**src/rtl/bms_pkg.sv**
```systemverilog
// Purpose: Shared constants and types for the boot mode select block
// Assumes: 16-bit CPU address space, 8-bit data
// Notes:   Boot ROM sits at the top of the alternate vector page
package bms_pkg;

  // Address and data widths
  localparam int ADDR_W = 16;
  localparam int DATA_W = 8;

  // Boot ROM size and placement
  localparam int                ROM_BYTES    = 192;
  localparam logic [ADDR_W-1:0] ROM_BASE     = 16'hBF40;
  localparam logic [ADDR_W-1:0] ROM_LAST     = 16'hBFFF;

  // Reset vector location and the loader entry point it names
  localparam logic [ADDR_W-1:0] RST_VEC_ADDR = 16'hFFFE;
  localparam logic [ADDR_W-1:0] LOADER_ENTRY = 16'hBF40;
  localparam int                VEC_HI_IDX   = 190;
  localparam int                VEC_LO_IDX   = 191;
  localparam logic [DATA_W-1:0] ROM_FILL     = 8'h01;
  localparam logic [DATA_W-1:0] DATA_IDLE    = 8'h00;

  // Address bit forced low on vector fetches in special modes
  localparam int VEC_FORCE_BIT = 14;

  // Reset values of the mode control bits
  localparam logic BOOT_EN_RST      = 1'b0;
  localparam logic SPECIAL_SEL_RST  = 1'b0;
  localparam logic EXPANDED_SEL_RST = 1'b0;

  // Mode control bits of the priority and mode register
  typedef struct packed {
    logic boot_rom_enable;
    logic special_mode_select;
    logic expanded_mode_select;
  } bms_mode_bits_t;

  // Operating modes
  typedef enum logic [1:0] {
    MODE_NORMAL_SINGLE,
    MODE_NORMAL_EXPANDED,
    MODE_SPECIAL_BOOT,
    MODE_SPECIAL_TEST
  } bms_mode_t;

  // CPU address request
  typedef struct packed {
    logic [ADDR_W-1:0] addr;
    logic              vector_fetch;
  } bms_addr_req_t;

endpackage

```
**src/rtl/bms_core.sv**
```systemverilog
// Purpose: Operating mode latch, boot ROM enable and vector remap logic
// Assumes: Mode pins synchronous to core_clk; one software write port
// Notes:   Mode pins are caught on the first clock edge after reset release
//
// Functional notes
// RL1: Boot ROM appears in the map only while boot ROM enable is 1.
// RL2: Software may write boot ROM enable in special test or special bootstrap.
// RL3: In normal modes boot ROM enable is forced 0 and software writes ignored.
// RL4: Expanded-mode select loads from mode pin A as reset ends.
// RL5: Expanded-mode select 0 gives a single-chip mode, 1 an expanded mode.
// RL6: Special-mode select loads the inverse of mode pin B as reset ends.
// RL7: Special-mode select 0 gives a normal mode, 1 a special mode.
// RL8: Special modes allow mode bit writes and vectors from the BFxx page.
// RL9: Address bit 14 is forced low on vector fetches while special-mode is 1.
// RL10: Reset sets boot ROM enable only in special bootstrap mode.
// RL11: Bootstrap reset vector comes from the boot ROM so the loader runs.
// RL12: The host sends FF first; the loader picks the baud rate from it.
// RL13: Bootstrap loader stores the program in RAM then jumps to it.
// RL14: The boot ROM holds 192 bytes.
// RL15: Bootstrap mode opens the protected control bits to software.
// RL16: Normal modes ignore writes to expanded-mode and special-mode select.
`timescale 1ns/1ns

module bms_core (
  // Clock and reset
  input  wire logic                    core_clk,
  input  wire logic                    nrst,
  // Board mode straps
  input  wire logic                    mode_pin_a,
  input  wire logic                    mode_pin_b,
  // Software write of the mode control bits
  input  wire logic                    ctl_wr,
  input  wire bms_pkg::bms_mode_bits_t ctl_wdata,
  // CPU address request
  input  wire bms_pkg::bms_addr_req_t  cpu_req,
  // Mode state
  output logic                         mode_valid,
  output bms_pkg::bms_mode_bits_t      mode_bits,
  output bms_pkg::bms_mode_t           op_mode,
  output logic                         protected_wr_en,
  // Memory side
  output logic [bms_pkg::ADDR_W-1:0]   mem_addr,
  output logic                         boot_rom_hit,
  output logic [bms_pkg::DATA_W-1:0]   boot_rom_data
);
  import bms_pkg::*;

  ////////////////////////////////////////////////////////////////////////////
  // Boot ROM contents

  logic [DATA_W-1:0] rom [ROM_BYTES];

  // Reset vector points at the loader entry, the rest is filler
  function automatic logic [DATA_W-1:0] rom_byte(input int idx);
    logic [DATA_W-1:0] b;
    b = ROM_FILL;
    if (idx == VEC_HI_IDX) begin
      b = LOADER_ENTRY[15:8];  // [RL11] [RL13]
    end else if (idx == VEC_LO_IDX) begin
      b = LOADER_ENTRY[7:0];   // [RL11] [RL13]
    end
    return b;
  endfunction

  // Fixed 192-byte table
  generate
    for (genvar i = 0; i < ROM_BYTES; i++) begin : g_rom
      assign rom[i] = rom_byte(i);  // [RL14]
    end
  endgenerate

  ////////////////////////////////////////////////////////////////////////////
  // Mode control bits

  logic           cap_reg;
  logic           cap_next;
  bms_mode_bits_t bits_reg;
  bms_mode_bits_t bits_next;

  always_comb begin
    cap_next  = cap_reg;
    bits_next = bits_reg;
    if (!cap_reg) begin
      cap_next                       = 1'b1;
      bits_next.expanded_mode_select = mode_pin_a;                   // [RL4]
      bits_next.special_mode_select  = ~mode_pin_b;                  // [RL6]
      bits_next.boot_rom_enable      = ~mode_pin_a & ~mode_pin_b;    // [RL10]
    end else if (ctl_wr && bits_reg.special_mode_select) begin
      bits_next.expanded_mode_select = ctl_wdata.expanded_mode_select;  // [RL8]
      bits_next.special_mode_select  = ctl_wdata.special_mode_select;   // [RL8]
      bits_next.boot_rom_enable      = ctl_wdata.boot_rom_enable
                                       & ctl_wdata.special_mode_select;  // [RL2] [RL3]
    end else if (!bits_reg.special_mode_select) begin
      bits_next.boot_rom_enable = 1'b0;  // [RL3] [RL16]
    end
  end

  always_ff @(posedge core_clk or negedge nrst) begin
    if (!nrst) begin
      cap_reg                       <= 1'b0;
      bits_reg.boot_rom_enable      <= BOOT_EN_RST;
      bits_reg.special_mode_select  <= SPECIAL_SEL_RST;
      bits_reg.expanded_mode_select <= EXPANDED_SEL_RST;
    end else begin
      cap_reg  <= cap_next;
      bits_reg <= bits_next;
    end
  end

  ////////////////////////////////////////////////////////////////////////////
  // Mode decode

  always_comb begin
    case ({bits_reg.special_mode_select, bits_reg.expanded_mode_select})  // [RL5] [RL7]
      2'b00:   op_mode = MODE_NORMAL_SINGLE;
      2'b01:   op_mode = MODE_NORMAL_EXPANDED;
      2'b10:   op_mode = MODE_SPECIAL_BOOT;
      2'b11:   op_mode = MODE_SPECIAL_TEST;
      default: op_mode = MODE_NORMAL_SINGLE;
    endcase
  end

  assign mode_valid      = cap_reg;
  assign mode_bits       = bits_reg;
  assign protected_wr_en = cap_reg & bits_reg.special_mode_select;  // [RL15]

  ////////////////////////////////////////////////////////////////////////////
  // Address remap and boot ROM read

  logic [ADDR_W-1:0] addr_reg;
  logic [ADDR_W-1:0] addr_next;
  logic              hit_reg;
  logic              hit_next;
  logic [DATA_W-1:0] data_reg;
  logic [DATA_W-1:0] data_next;
  logic [ADDR_W-1:0] rom_off;

  always_comb begin
    addr_next = cpu_req.addr;
    if (cpu_req.vector_fetch && bits_reg.special_mode_select) begin
      addr_next[VEC_FORCE_BIT] = 1'b0;  // [RL8] [RL9]
    end
    rom_off   = addr_next - ROM_BASE;
    hit_next  = bits_reg.boot_rom_enable
                && addr_next >= ROM_BASE && addr_next <= ROM_LAST;  // [RL1]
    data_next = DATA_IDLE;
    if (hit_next) begin
      data_next = rom[rom_off[7:0]];  // [RL11]
    end
  end

  always_ff @(posedge core_clk or negedge nrst) begin
    if (!nrst) begin
      addr_reg <= '0;
      hit_reg  <= 1'b0;
      data_reg <= DATA_IDLE;
    end else begin
      addr_reg <= addr_next;
      hit_reg  <= hit_next;
      data_reg <= data_next;
    end
  end

  assign mem_addr      = addr_reg;
  assign boot_rom_hit  = hit_reg;
  assign boot_rom_data = data_reg;
endmodule

```
**config.mk**
```make
export PLATFORM = sky130hd
export DESIGN_NAME = bms_core
export DESIGN_NICKNAME = d
export VERILOG_FILES = /design/src/rtl/bms_pkg.sv /design/src/rtl/bms_core.sv
export SDC_FILE = /design/constraint.sdc
export NUM_CORES = 1
export LEC_CHECK = 0
export CAP_MARGIN = 20
export CORE_UTILIZATION = 40
export DETAILED_ROUTE_END_ITERATION = 8
export DONT_BUFFER_PORTS = 1
export HOLD_SLACK_MARGIN = 0.05
export RECOVER_POWER = 50
export SETUP_SLACK_MARGIN = 0.3
export SYNTH_ARGS = -nofsm -noshare
export SYNTH_HDL_FRONTEND = slang
export SYNTH_SLANG_ARGS = --single-unit
```
**constraint.sdc**
```tcl
create_clock -name core_clk -period 4 [get_ports core_clk]
set_clock_uncertainty 0.2 [all_clocks]
set_input_delay 0.8 -clock core_clk [delete_from_list [all_inputs] [get_ports core_clk]]
set_output_delay 0.8 -clock core_clk [all_outputs]
set_load 0.05 [all_outputs]
```
## After elaboration in Yosys (flattened, before gate mapping)

Memory sizes are Yosys's and may differ from the RTL's.
Index checks and enable logic that the tools add are counted.

| operators by class | value |
|---|---|
| add/subtract/negate cells | 1 |
| magnitude comparators | 3 |
| equality and inequality tests | 5 |
| multiplexer cells | 9 |
| bitwise operators | 6 |
| reductions and logical operators | 5 |

Operators by type and width:

| cell | count |
|---|---|
| $mux W8 | 3 |
| $ge A16 B16 Y1 const B | 1 |
| $le A16 B16 Y1 const B | 1 |
| $ge A9 B9 Y1 const B | 1 |
| $not A8 Y9 | 1 |
| $pmux W2 S4 | 1 |
| $sub A8 B7 Y8 const B | 1 |
| $eq A2 B2 Y1 const B | 2 |
| $logic_and A1 B1 Y1 | 4 |
| $and A1 B1 Y1 | 3 |
| $mux W1 | 3 |
| $mux W3 | 1 |
| $ne A3 B2 Y1 const B | 1 |
| $eq A2 B1 Y1 const B | 1 |
| $logic_not A2 Y1 | 1 |
| $mux W2 | 1 |
| $ne A2 B1 Y1 const B | 1 |
| $not A1 Y1 | 2 |

| storage, ports and cells | value |
|---|---|
| flip-flop bits (word level) | 29 |
| ROM bits | 2048 |
| bits of input ports | 25 |
| output and inout bits | 32 |
| word-level logic and storage cells | 37 |
| memories kept | 1 |

Memory list:

| memory | words | width | read ports | clocked after Yosys merged registers in | wr ports | RTL line | text |
|---|---|---|---|---|---|---|---|
| (name not given) | 256 | 8 | 1 | 0 | 0 | bms_core.sv:148 | `data_next = rom[rom_off[7:0]];` |

## Logic depth before layout (Yosys ltp)

Gate-level depths: netlist (run 1).

| depth | value |
|---|---|
| depth after elaboration | 6 |
| mapped depth | 5 |
| gate-level depth less buffers | 5 |

## Least setup slack after synthesis (run 1)

OpenSTA, ideal clock, no wires.

| timing | value |
|---|---|
| path type | register -> output |
| from | reg bits_reg (netlist bit mode_bits[1]) |
| to | out op_mode[1] |
| arrival time | 1.219 ns |
| required time | 3.000 ns |
| slack | 1.781 ns |
| stages on the path, launching flop included | 2 |
| buffers on the path | 1 |
| cell sequence | dfrtp_1 > dlygate4sd1_1 |

| between the ends | value |
|---|---|
| cells in the longest elaborated chain, start to end | 2 |
| elaborated cells between the ends (all ways) | 5 |
| those cells by class | eq/ne: 3; mux: 1; reduce/logical: 1 |

RTL lines:

| item | RTL line | text |
|---|---|---|
| start: declaration | bms_core.sv:77 | `bms_mode_bits_t bits_reg;` |
| start signal: assignment | bms_core.sv:106 | `bits_reg <= bits_next;` |
| $eq A2 B2 Y1, or another cell as far along | bms_core.sv:114 | `case ({bits_reg.special_mode_select, bits_reg.expanded_mode_select})` |
| $pmux W2 S4 * | bms_core.sv:114 |  |
| end: declaration | bms_core.sv:39 | `output bms_pkg::bms_mode_t op_mode,` |

Mark *: on every way between the ends. The rest lies on a longest branch, timed or not.

## Final worst setup path (run 1)

| timing | value |
|---|---|
| from | reg cap_reg (netlist: mode_valid) |
| to | out protected_wr_en |

| between the ends | value |
|---|---|
| cells in the longest elaborated chain, start to end | 1 |

RTL lines:

| item | RTL line | text |
|---|---|---|
| start: declaration | bms_core.sv:75 | `logic cap_reg;` |
| start signal: assignment | bms_core.sv:105 | `cap_reg <= cap_next;` |
| $and A1 B1 Y1 | bms_core.sv:125 | `assign protected_wr_en = cap_reg & bits_reg.special_mode_select;` |
| end: declaration | bms_core.sv:40 | `output logic protected_wr_en,` |

No other way between the ends.

==> summary.txt, run 1 <==
Run status
  – Outcome: completed

Critical path
  – CP endpoint kind: output port
  – Critical path class: flip-flop to output port
  – Delay-heaviest family, CP: flip-flops
  – Required time worst endpoint: 3000 ps
  – Buffers & Inverters on Critical Path: 1
  – Arrival time at the worst endpoint: 1600 ps
  – CP Cell Sequence: nand2_1 -> inv_1
  – CP max stage cell: dfrtp_1
  – Startpoint Class: flip-flop
  – Peak per-stage delay on the critical path: around 740 ps
  – Worst Path Max Fanout: 6

Logic synthesis
  – Mapped Area: between 800 and 900 µm²
  – Ys Warns: 0
  – Sequential fraction of the synthesis area: 69.57%
  – Mean post-synth cell area: about 14 µm²
  – Synth Net Count: 90
  – Yosys top cell area share: a little over two thirds
  – Yosys top cell by area: dfrtp_1
  – Yosys cell types: 24
  – Cells after Synth: 63
  – Seq cells post-synth: 24
  – Leading post-synthesis cells by cell area: dfrtp_1 70%, buf_4 4.3%, ha_1 2.9%

Finish
  – Number of diodes: 0
  – Fin area: 928.4 µm²
  – Area Growth Syn to Fin: 7.536%
  – # nets final: between 90 and 100
  – Layout cell share with drive strength beyond 1: a little under a fifth
  – Most common cell after layout, fill and taps aside: dfrtp_1
  – Commonest non-fill, non-tap cells in the layout: 23 x dfrtp_1, 4 x nand2_1, 4 x buf_4

STA
  – Highest clock rate: between 0.3 and 0.4 GHz
  – Setup TNS: 0 ps
  – WHS: about 310 ps
  – RSZ-0062 raised after global routing: false
  – # setup viols final: 0
  – Slew @ Worst Pin: between 800 and 900 ps
  – Final period util: between 60% and 70%
  – Final Max Slew Viols: 0
  – Tmin final: roughly 2600 ps
  – Hold Vio Cnt, Final: 0
  – Max-slew headroom: roughly two fifths

Clocking
  – Clock Tree Root: clkbuf_4
  – Longest Clk Path Bufs: 2
  – Setup bufs post-CTS: 0
  – Clock H-tree levels: 1
  – Clock transition at path regs: 130 ps
  – Total CTS buffers: 3
  – Worst skew pair latency: slightly below 300 ps
  – Clk sinks: 24
  – CTS tree: done

Global route
  – Largest net degree at the start of global routing: 25
  – Vias in the first global route: between 400 and 500
  – Grt total ovfl: 0
  – GRT Total Usage: about an eighth
  – Antenna violations before repair: 0
  – First-pass GRT wire length: between 2000 and 2500 µm

Placement
  – Dpl cell area: approximately 880 µm²
  – IO Port Bufs: 0
  – Routability-driven placement congestion ratio: 0.6884
  – Final HPWL DP: between 1000 and 1500 µm

Worst hold path
  – Worst Hold Class: input pin to flip-flop

Power and ir drop
  – Peak VDD IR: about 0.16 mV
  – Lkg Pwr: 0.4277 nW
  – Total power: ~0.45 mW
  – Cell Pwr Density: slightly below 500 mW/mm²

Routing
  – DRT iter0 DRCs: 7
  – DR vias/cell: roughly 5.2
  – Final wirelength: approximately 1400 µm
  – DRC viols: 0
  – Post-DRT Antenna Nets: 0
  – Wirelength per Cell: roughly 15 µm
  – Vias: between 400 and 500
  – Drt pass-1 iters: 4

Floorplan
  – Initial Utilization: between 40 and 50%
  – I/O Pins: between 50 and 60
  – Core area: 0.002002 mm²
  – DIE AREA: approximately 0.0023 mm²
  – Die height: 48.46 µm
  – Width of the die: ~48 µm
  – FP Rows: 16

Job
  – Max-Cap Viols: 0
==> registers in the layout, summed over array words and instances (netlist names) <==
register	cells
mode_valid	1
mem_addr	16
mode_bits	3
boot_rom_hit	1
boot_rom_data	3
==> final timing paths <==
kind                                    from                to  slack, ps  depth (start not counted)
worst max-delay path              mode_valid   protected_wr_en       1400                          2
worst min-delay path              cpu_req[6]       mem_addr[5]        310                          0
worst max register to register  mode_bits[2]  boot_rom_data[5]       2280                          3
worst min register to register  mode_bits[1]      mem_addr[14]        580                          2
max in group asynchronous               nrst  boot_rom_data[5]       1890                          2
min in group asynchronous               nrst       mem_addr[6]        680                          1
==> cell usage after synthesis, drive strengths merged <==
cell type and n:
a21boi 2, a21oi 2, and3 1, and4 1, buf 5, clkbuf 1
conb 1, dfrtp 24, dlygate4sd1 1, ha 2, inv 3, mux2i 1
nand2 4, nand4 2, nor2 2, nor2b 2, nor3 3, nor3b 1
nor4 1, nor4b 1, o22ai 1, o32a 1, or3 1
==> metrics by stage <==
step,instances,util [%],setup slack (ps)
after floorplan,63,-,1781
after global placement,87,43.88,1779
after detailed placement,87,43.88,1735
after CTS,92,46.19,1376
after global routing,93,46.38,1281
final,93,46.38,1399
==> cells by family after synthesis <==
kind of cell / after synthesis / share of synthesized area, %
flip-flops: 24 / 69.57
AND/OR/NAND/NOR: 19 / 13.62
multiplexers: 1 / 1.159
other: 1 / 0.4344
AO/OA/AOI/OAI: 6 / 5.218
adder cells (fa/ha/maj): 2 / 2.898
buffers and inverters: 10 / 7.102
==> power by group <==
group | internal [mW] | leakage, nW | total (mW) | switching [mW]
registers | 0.254 | 0.289 | 0.303 | 0.0494
clock network | 0.0554 | 0.0210 | 0.121 | 0.0660
logic | 0.00773 | 0.117 | 0.0280 | 0.0203
total | 0.317 | 0.428 | 0.452 | 0.136
==> area by class of cell <==
type / instances / area (µm²)
Fill cell: 199 / 1074
Sequential cell: 24 / 601.8
Multi-Input combinational cell: 29 / 201.4
Timing Repair Buffer: 6 / 43.79
Clock buffer: 4 / 36.28
Tap cell: 27 / 33.78
Inverter: 3 / 11.26
==> per-layer routing <==
metal / routed length [µm] / vias to the layer above / GRT usage [%]
met4: 0 / 0 / 2.941
met5: 0 / - / 0
met2: 725 / 27 / 22.07
met3: 153 / 0 / 5.975
met1: 516 / 247 / 14.17
li1: - / 211 / -
==> timing repair <==
action                    CTS  global route
gates resized for setup     0             0
hold endpoints to repair   24             0
hold buffers                1             0
No activity file was read; power rests on OpenSTA's default activity.
==> inputs of run 2 (changes only) <==
==> constraint.sdc (replaced) <==
create_clock -name core_clk -period 2.5 [get_ports core_clk]
set_clock_uncertainty 0.2 [all_clocks]
set_input_delay 0.5 -clock core_clk [delete_from_list [all_inputs] [get_ports core_clk]]
set_output_delay 0.5 -clock core_clk [all_outputs]
set_load 0.05 [all_outputs]
==> run 2 against run 1 <==
Against the previous run:
- sequential cell count is the same
- non-clock buffer count grew 16
- first-iteration DRC count is 100% higher
- die area stayed put
- final cell count grew 17%
- highest routed layer unchanged
- register-to-register slack got worse by 1500 ps
- largest cell class unchanged
- wire length rose by 19%
==> summary.txt, run 2 (synthesis results as in run 1) <==
Finish
  – Most common cell after layout, fill and taps aside: dfrtp_1 (unchanged)
  – Commonest non-fill, non-tap cells in the layout: 22 x dfrtp_1, 17 x dlygate4sd3_1, 4 x nand2_1 (was 23 x dfrtp_1, 4 x nand2_1, 4 x buf_4)
  – Max FFs per register: 16 (unchanged)
  – # nets final: 110 (was 94)
  – Area Growth Syn to Fin: 27.68% (was 7.536%)
  – Layout cell share with drive strength beyond 1: 15.85% (was 18.18%)
  – Number of diodes: 0 (unchanged)

Routing
  – DR vias/cell: 4.927 (was 5.215)
  – Drt pass-1 iters: 3 (was 4)
  – Final wirelength: 1660 µm (was 1395 µm)
  – DRC viols: 0 (unchanged)
  – Post-DRT Antenna Nets: 0 (unchanged)
  – Vias: 537 (was 485)
  – DRT iter0 DRCs: 14 (was 7)
  – Wirelength per Cell: 15.23 µm (was 15.00 µm)

Clocking
  – Total CTS buffers: 3 (unchanged)
  – Longest Clk Path Bufs: 2 (unchanged)
  – Clk sinks: 24 (unchanged)
  – Clock transition at path regs: 120 ps (was 130 ps)
  – CTS tree: done (unchanged)
  – Worst skew pair latency: 300 ps (was 290 ps)
  – Clock Tree Root: clkbuf_4 (unchanged)
  – Clock H-tree levels: 1 (unchanged)

Job
  – Max-Cap Viols: 0 (unchanged)

Critical path
  – Buffers & Inverters on Critical Path: 2 (was 1)
  – Required time worst endpoint: 1800 ps (was 3000 ps)
  – Peak per-stage delay on the critical path: 580 ps (was 740 ps)
  – Flop2flop setup slack: 780 ps (was 2280 ps)
  – CP Capture Point: protected_wr_en (unchanged)
  – Critical path class: flip-flop to output port (unchanged)
  – Worst r2r dst: boot_rom_data[5] (unchanged)
  – Delay-heaviest family, CP: flip-flops (unchanged)
  – CP endpoint kind: output port (unchanged)
  – CP Cell Sequence: nand2_1 -> inv_1 -> buf_4 (was nand2_1 -> inv_1)
  – Crit. path cell count: 3 (was 2)
  – FF-to-FF path depth: 3 (unchanged)
  – Arrival time at the worst endpoint: 1320 ps (was 1600 ps)
  – R2R Path Start: mode_bits[2] (unchanged)
  – CP max stage cell: dfrtp_2 (was dfrtp_1)
  – Worst Path Max Fanout: 6 (unchanged)
  – Worst Setup SP: mode_valid (unchanged)
  – Startpoint Class: flip-flop (unchanged)

Global route
  – First-pass GRT wire length: 2677 µm (was 2263 µm)
  – Grt total ovfl: 0 (unchanged)
  – Vias in the first global route: 594 (was 491)
  – GRT Total Usage: 15.19% (was 12.72%)
  – Antenna violations before repair: 0 (unchanged)
  – Largest net degree at the start of global routing: 25 (unchanged)

Placement
  – Final HPWL DP: 1056 µm (was 1086 µm)
  – IO Port Bufs: 0 (unchanged)
  – Routability-driven placement congestion ratio: 0.6478 (was 0.6884)

Floorplan
  – I/O Pins: 57 (unchanged)
  – Die height: 48.46 µm (unchanged)
  – Initial Utilization: 43.13% (unchanged)
  – DIE AREA: 0.002348 mm² (unchanged)
  – FP Rows: 16 (unchanged)
  – Core area: 0.002002 mm² (unchanged)
  – Width of the die: 48.46 µm (unchanged)

STA
  – Tmin final: 2017 ps
  – Max-slew headroom: 30.48% (was 40.52%)
  – Hold Vio Cnt, Final: 0 (unchanged)
  – # setup viols final: 0 (unchanged)
  – Highest clock rate: 0.4957 GHz
  – Slew @ Worst Pin: 1043 ps (was 892.2 ps)
  – Final period util: roughly four fifths
  – Final Max Slew Viols: 0 (unchanged)
  – RSZ-0062 raised after global routing: false (unchanged)
  – Setup TNS: 0 ps (unchanged)

Power and ir drop
  – Lkg Pwr: 0.4952 nW (was 0.4277 nW)
  – Cell Pwr Density: 680.7 mW/mm² (was 487.2 mW/mm²)
  – Total power: 0.7504 mW (was 0.4524 mW)
  – Peak VDD IR: 0.3070 mV (was 0.1625 mV)

Worst hold path
  – Worst Hold Class: input pin to flip-flop (unchanged)

Run status
  – Outcome: completed (unchanged)
run 2: changes by cell type in the layout (fill, tap and decap cells not counted), sizes merged:
cell,before,now
dlygate4sd3,1,17
run 2: how the worst min path moves through the flow:
stage | depth (start not counted) | slack (ps) | startpoint | endpoint
6_report | 1 | 110 | mode_pin_b | mode_bits[1]
5_1_grt | 1 | 80 | mode_pin_b | mode_bits[1]
3_3_place_gp | 0 | 5 | nrst | mem_addr[14]
4_1_cts | 1 | 70 | mode_pin_b | mode_bits[1]
3_5_place_dp | 0 | 5 | nrst | mem_addr[14]
2_1_floorplan | 0 | 4 | nrst | boot_rom_data[0]
run 2: power breakdown:
group	internal [mW]	switching, mW
Clock	0.0888	0.106
Sequential	0.406	0.0678
Combinational	0.0323	0.0495
run 2: layout make-up:
| cell class | count | area [µm²] |
|---|---|---|
| clock buffers | 4 | 36.28 |
| fillers | 179 | 899.6 |
| inverters | 3 | 11.26 |
| multi-input cells | 29 | 201.4 |
| flip-flops and latches | 24 | 603.1 |
| well taps | 27 | 33.78 |
| repair buffers | 22 | 216.5 |
run 2: stage by stage:
stage | worst slack, ps | area [µm²] | hold slack (ps) | utilization [%] | cells
after floorplan | 580.6 | 863.3 | 4.409 | - | 63
after global placement | 670.4 | 890.9 | 4.845 | 44.50 | 87
after detailed placement | 616.5 | 890.9 | 4.880 | 44.50 | 87
after CTS | 455.1 | 1099 | 67.45 | 54.87 | 108
after global routing | 277.2 | 1102 | 77.37 | 55.06 | 109
final | 482.6 | 1102 | 110.9 | 55.06 | 109
run 2: repair_timing:
action | 4_1_cts | 5_1_grt
gates resized for setup | 1 | 0
hold buffers | 17 | 0
endpoints found under the hold margin | 41 | 0
setup buffers | 0 | 0
setup endpoints to repair | 1 | 0
run 2: routing by layer:
metal | part of all wire, % | track usage (%) | routed length (µm) | up-vias
met5 | 0 | 0 | 0 | -
met4 | 0 | 6.373 | 0 | 0
met2 | 52 | 25.82 | 856 | 25
met1 | 40 | 17.99 | 666 | 268
li1 | - | - | - | 244
met3 | 8.3 | 4.403 | 137 | 0
==> inputs of run 3 (changes only) <==
==> constraint.sdc (replaced) <==
create_clock -name core_clk -period 1.8 [get_ports core_clk]
set_clock_uncertainty 0.2 [all_clocks]
set_input_delay 0.36 -clock core_clk [delete_from_list [all_inputs] [get_ports core_clk]]
set_output_delay 0.36 -clock core_clk [all_outputs]
set_load 0.05 [all_outputs]
==> run 3 against run 2 <==
Against the previous run:
- worst setup slack worse by 320 ps
- final cell count up 9.2%
- clock-buffer cell count unchanged
- sequential power up 42%
- cell area up 16%
- critical path depth down 1
- core utilization up 8.6 points
- critical endpoint unchanged
- largest cell class unchanged
==> summary.txt, run 3 (synthesis results as in run 1) <==
Critical path
  – R2R Path Start: mode_bits[1] (was mode_bits[2])
  – Required time worst endpoint: 1240 ps (was 1800 ps)
  – CP endpoint kind: output port (unchanged)
  – Critical path class: flip-flop to output port (unchanged)
  – Startpoint Class: flip-flop (unchanged)
  – Worst Path Max Fanout: 3 (was 6)
  – Buffers & Inverters on Critical Path: 1 (was 2)
  – Peak per-stage delay on the critical path: 460 ps (was 580 ps)
  – CP max stage cell: dfrtp_2 (unchanged)
  – CP Cell Sequence: nand2_4 -> clkinvlp_4 (was nand2_1 -> inv_1 -> buf_4)
  – Arrival time at the worst endpoint: 1080 ps (was 1320 ps)
  – Worst Setup SP: mode_bits[1] (was mode_valid)
  – Worst r2r dst: boot_rom_data[6] (was boot_rom_data[5])
  – Flop2flop setup slack: 350 ps (was 780 ps)
  – Delay-heaviest family, CP: flip-flops (unchanged)
  – FF-to-FF path depth: 4 (was 3)

Finish
  – Multi-input logic area: 219.0 µm² (was 201.4 µm²)
  – Final core occ: 63.63% (was 55.06%)
  – Fin area: 0.001274 mm² (was 0.001102 mm²)
  – Layout cell share with drive strength beyond 1: 47.83% (was 15.85%)
  – Fill count: 159 (was 179)
  – Commonest non-fill, non-tap cells in the layout: 23 x dfrtp_2, 23 x dlygate4sd3_1, 4 x buf_4 (was 22 x dfrtp_1, 17 x dlygate4sd3_1, 4 x nand2_1)
  – # nets final: 120 (was 110)
  – Max FFs per register: 16 (unchanged)
  – Number of diodes: 0 (unchanged)
  – Register Area: 633.1 µm² (was 603.1 µm²)
  – Area Growth Syn to Fin: 47.54% (was 27.68%)

Floorplan
  – Initial Utilization: 43.13% (unchanged)
  – Width of the die: 48.46 µm (unchanged)
  – I/O Pins: 57 (unchanged)
  – FP Rows: 16 (unchanged)
  – DIE AREA: 0.002348 mm² (unchanged)
  – Die height: 48.46 µm (unchanged)
  – Core area: 0.002002 mm² (unchanged)

STA
  – Setup TNS: 0 ps (unchanged)
  – Max-slew headroom: 55.88% (was 30.48%)
  – Final Max Slew Viols: 0 (unchanged)
  – Final period util: between 90% and 100%
  – Hold Vio Cnt, Final: 0 (unchanged)
  – Slew @ Worst Pin: 655.9 ps (was 1043 ps)
  – Highest clock rate: 0.6089 GHz
  – # setup viols final: 0 (unchanged)
  – RSZ-0062 raised after global routing: true (was false)
  – Tmin final: about 1600 ps

Routing
  – DRC viols: 0 (unchanged)
  – Post-DRT Antenna Nets: 0 (unchanged)
  – DR vias/cell: 4.798 (was 4.927)
  – Wirelength per Cell: 16.14 µm (was 15.23 µm)
  – Final wirelength: 1921 µm (was 1660 µm)
  – Drt pass-1 iters: 4 (was 3)
  – Vias: 571 (was 537)
  – DRT iter0 DRCs: 14 (unchanged)

Clocking
  – Clock Tree Root: clkbuf_4 (unchanged)
  – CTS tree: done (unchanged)
  – Total CTS buffers: 3 (unchanged)
  – Worst skew pair latency: 300 ps (about the same)
  – Clock H-tree levels: 1 (unchanged)
  – Clk sinks: 24 (unchanged)
  – Clock transition at path regs: 120 ps (about the same)
  – Longest Clk Path Bufs: 2 (unchanged)

Global route
  – Largest net degree at the start of global routing: 25 (unchanged)
  – Grt total ovfl: 0 (unchanged)
  – First-pass GRT wire length: 2849 µm (was 2677 µm)
  – GRT Total Usage: 16.00% (was 15.19%)
  – Antenna violations before repair: 0 (unchanged)
  – Vias in the first global route: 633 (was 594)

Run status
  – Outcome: completed (unchanged)

Power and ir drop
  – Psw: 0.3201 mW (was 0.2234 mW)
  – Clock share of power: 24.8% (was 26.0%)
  – Lkg Pwr: 0.5256 nW (was 0.4952 nW)
  – Peak VDD IR: 0.7097 mV (was 0.3070 mV)
  – Int Pwr: 0.7646 mW (was 0.5270 mW)
  – Sequential Power Share: 62.0% (was 63.1%)
  – Combinational Power Share: 13.2% (was 10.9%)
  – Cell Pwr Density: 851.6 mW/mm² (was 680.7 mW/mm²)
  – Sw Ratio: 29.51% (was 29.77%)

Worst hold path
  – Hold EP: mem_addr[14] (was mode_bits[1])
  – Worst Hold Path Cells: 1 (unchanged)
  – Worst Hold Class: input pin to flip-flop (unchanged)
  – Hold path start: cpu_req[15] (was mode_pin_b)

Placement
  – Routability-driven placement congestion ratio: 0.6753 (was 0.6478)
  – Final HPWL DP: 1107 µm (was 1056 µm)
  – Dpl cell area: 902.1 µm² (was 890.9 µm²)
  – IO Port Bufs: 0 (unchanged)

Job
  – Max-Cap Viols: 0 (unchanged)
run 3: metal layers:
metal	wire length, µm	global-route usage (%)
met5	0	0
met4	15	4.412
met3	114	4.717
met2	995	27.46
met1	795	19.62
run 3: cell type report:
| type | instances | share of cell area (%) |
|---|---|---|
| Sequential cell | 24 | 49.71 |
| Timing Repair Buffer | 32 | 26.42 |
| Clock buffer | 4 | 2.849 |
| Inverter | 3 | 1.179 |
| Multi-Input combinational cell | 29 | 17.19 |
| Tap cell | 27 | 2.652 |
run 3: worst max path at each step:
| stage | end | cells after the start |
|---|---|---|
| 2_1_floorplan | boot_rom_data[5] | 3 |
| 5_1_grt | protected_wr_en | 2 |
| 3_3_place_gp | boot_rom_data[6] | 5 |
| 4_1_cts | protected_wr_en | 2 |
| 6_report | protected_wr_en | 2 |
| 3_5_place_dp | boot_rom_data[0] | 5 |
run 3: per-stage QoR:
| stage | worst slack, ps | total power, mW | cells | hold WS [ps] |
|---|---|---|---|---|
| 6_report | 157.6 | 1.085 | 119 | 32.02 |
| 5_1_grt | 108.2 | 1.136 | 119 | -1.825 |
| 4_1_cts | 153.1 | 1.060 | 112 | -478.5 |
| 3_5_place_dp | 250.0 | 0.7430 | 87 | -134.9 |
| 3_3_place_gp | 295.2 | 0.7412 | 87 | -134.9 |
| 2_1_floorplan | 259.9 | 0.7321 | 63 | -135.6 |
run 3: worst register-to-register path, delay by kind of cell, from the launching register on:
kind | cells | cell delay [ps]
simple gates | 2 | 560
compound gates | 1 | 60
flops | 1 | 430
buf+inv | 1 | 140
run 3: repair_timing:
| item | CTS | global route |
|---|---|---|
| pin swaps | 1 | 3 |
| endpoints found under the setup margin | 30 | 16 |
| setup buffers | 2 | 2 |
| gates resized for setup | 21 | 9 |
| hold endpoints to repair | 44 | 26 |
| hold buffers | 19 | 5 |
run 3: power groups by stage:
| stage | Sequential [mW] | Combinational (mW) | Clock, mW |
|---|---|---|---|
| after global placement | 0.675 | 0.0659 | 0 |
| after global routing | 0.674 | 0.153 | 0.309 |
| after CTS | 0.671 | 0.107 | 0.281 |
| after floorplan | 0.683 | 0.0486 | 0 |
| after detailed placement | 0.676 | 0.0671 | 0 |
| final | 0.672 | 0.143 | 0.269 |
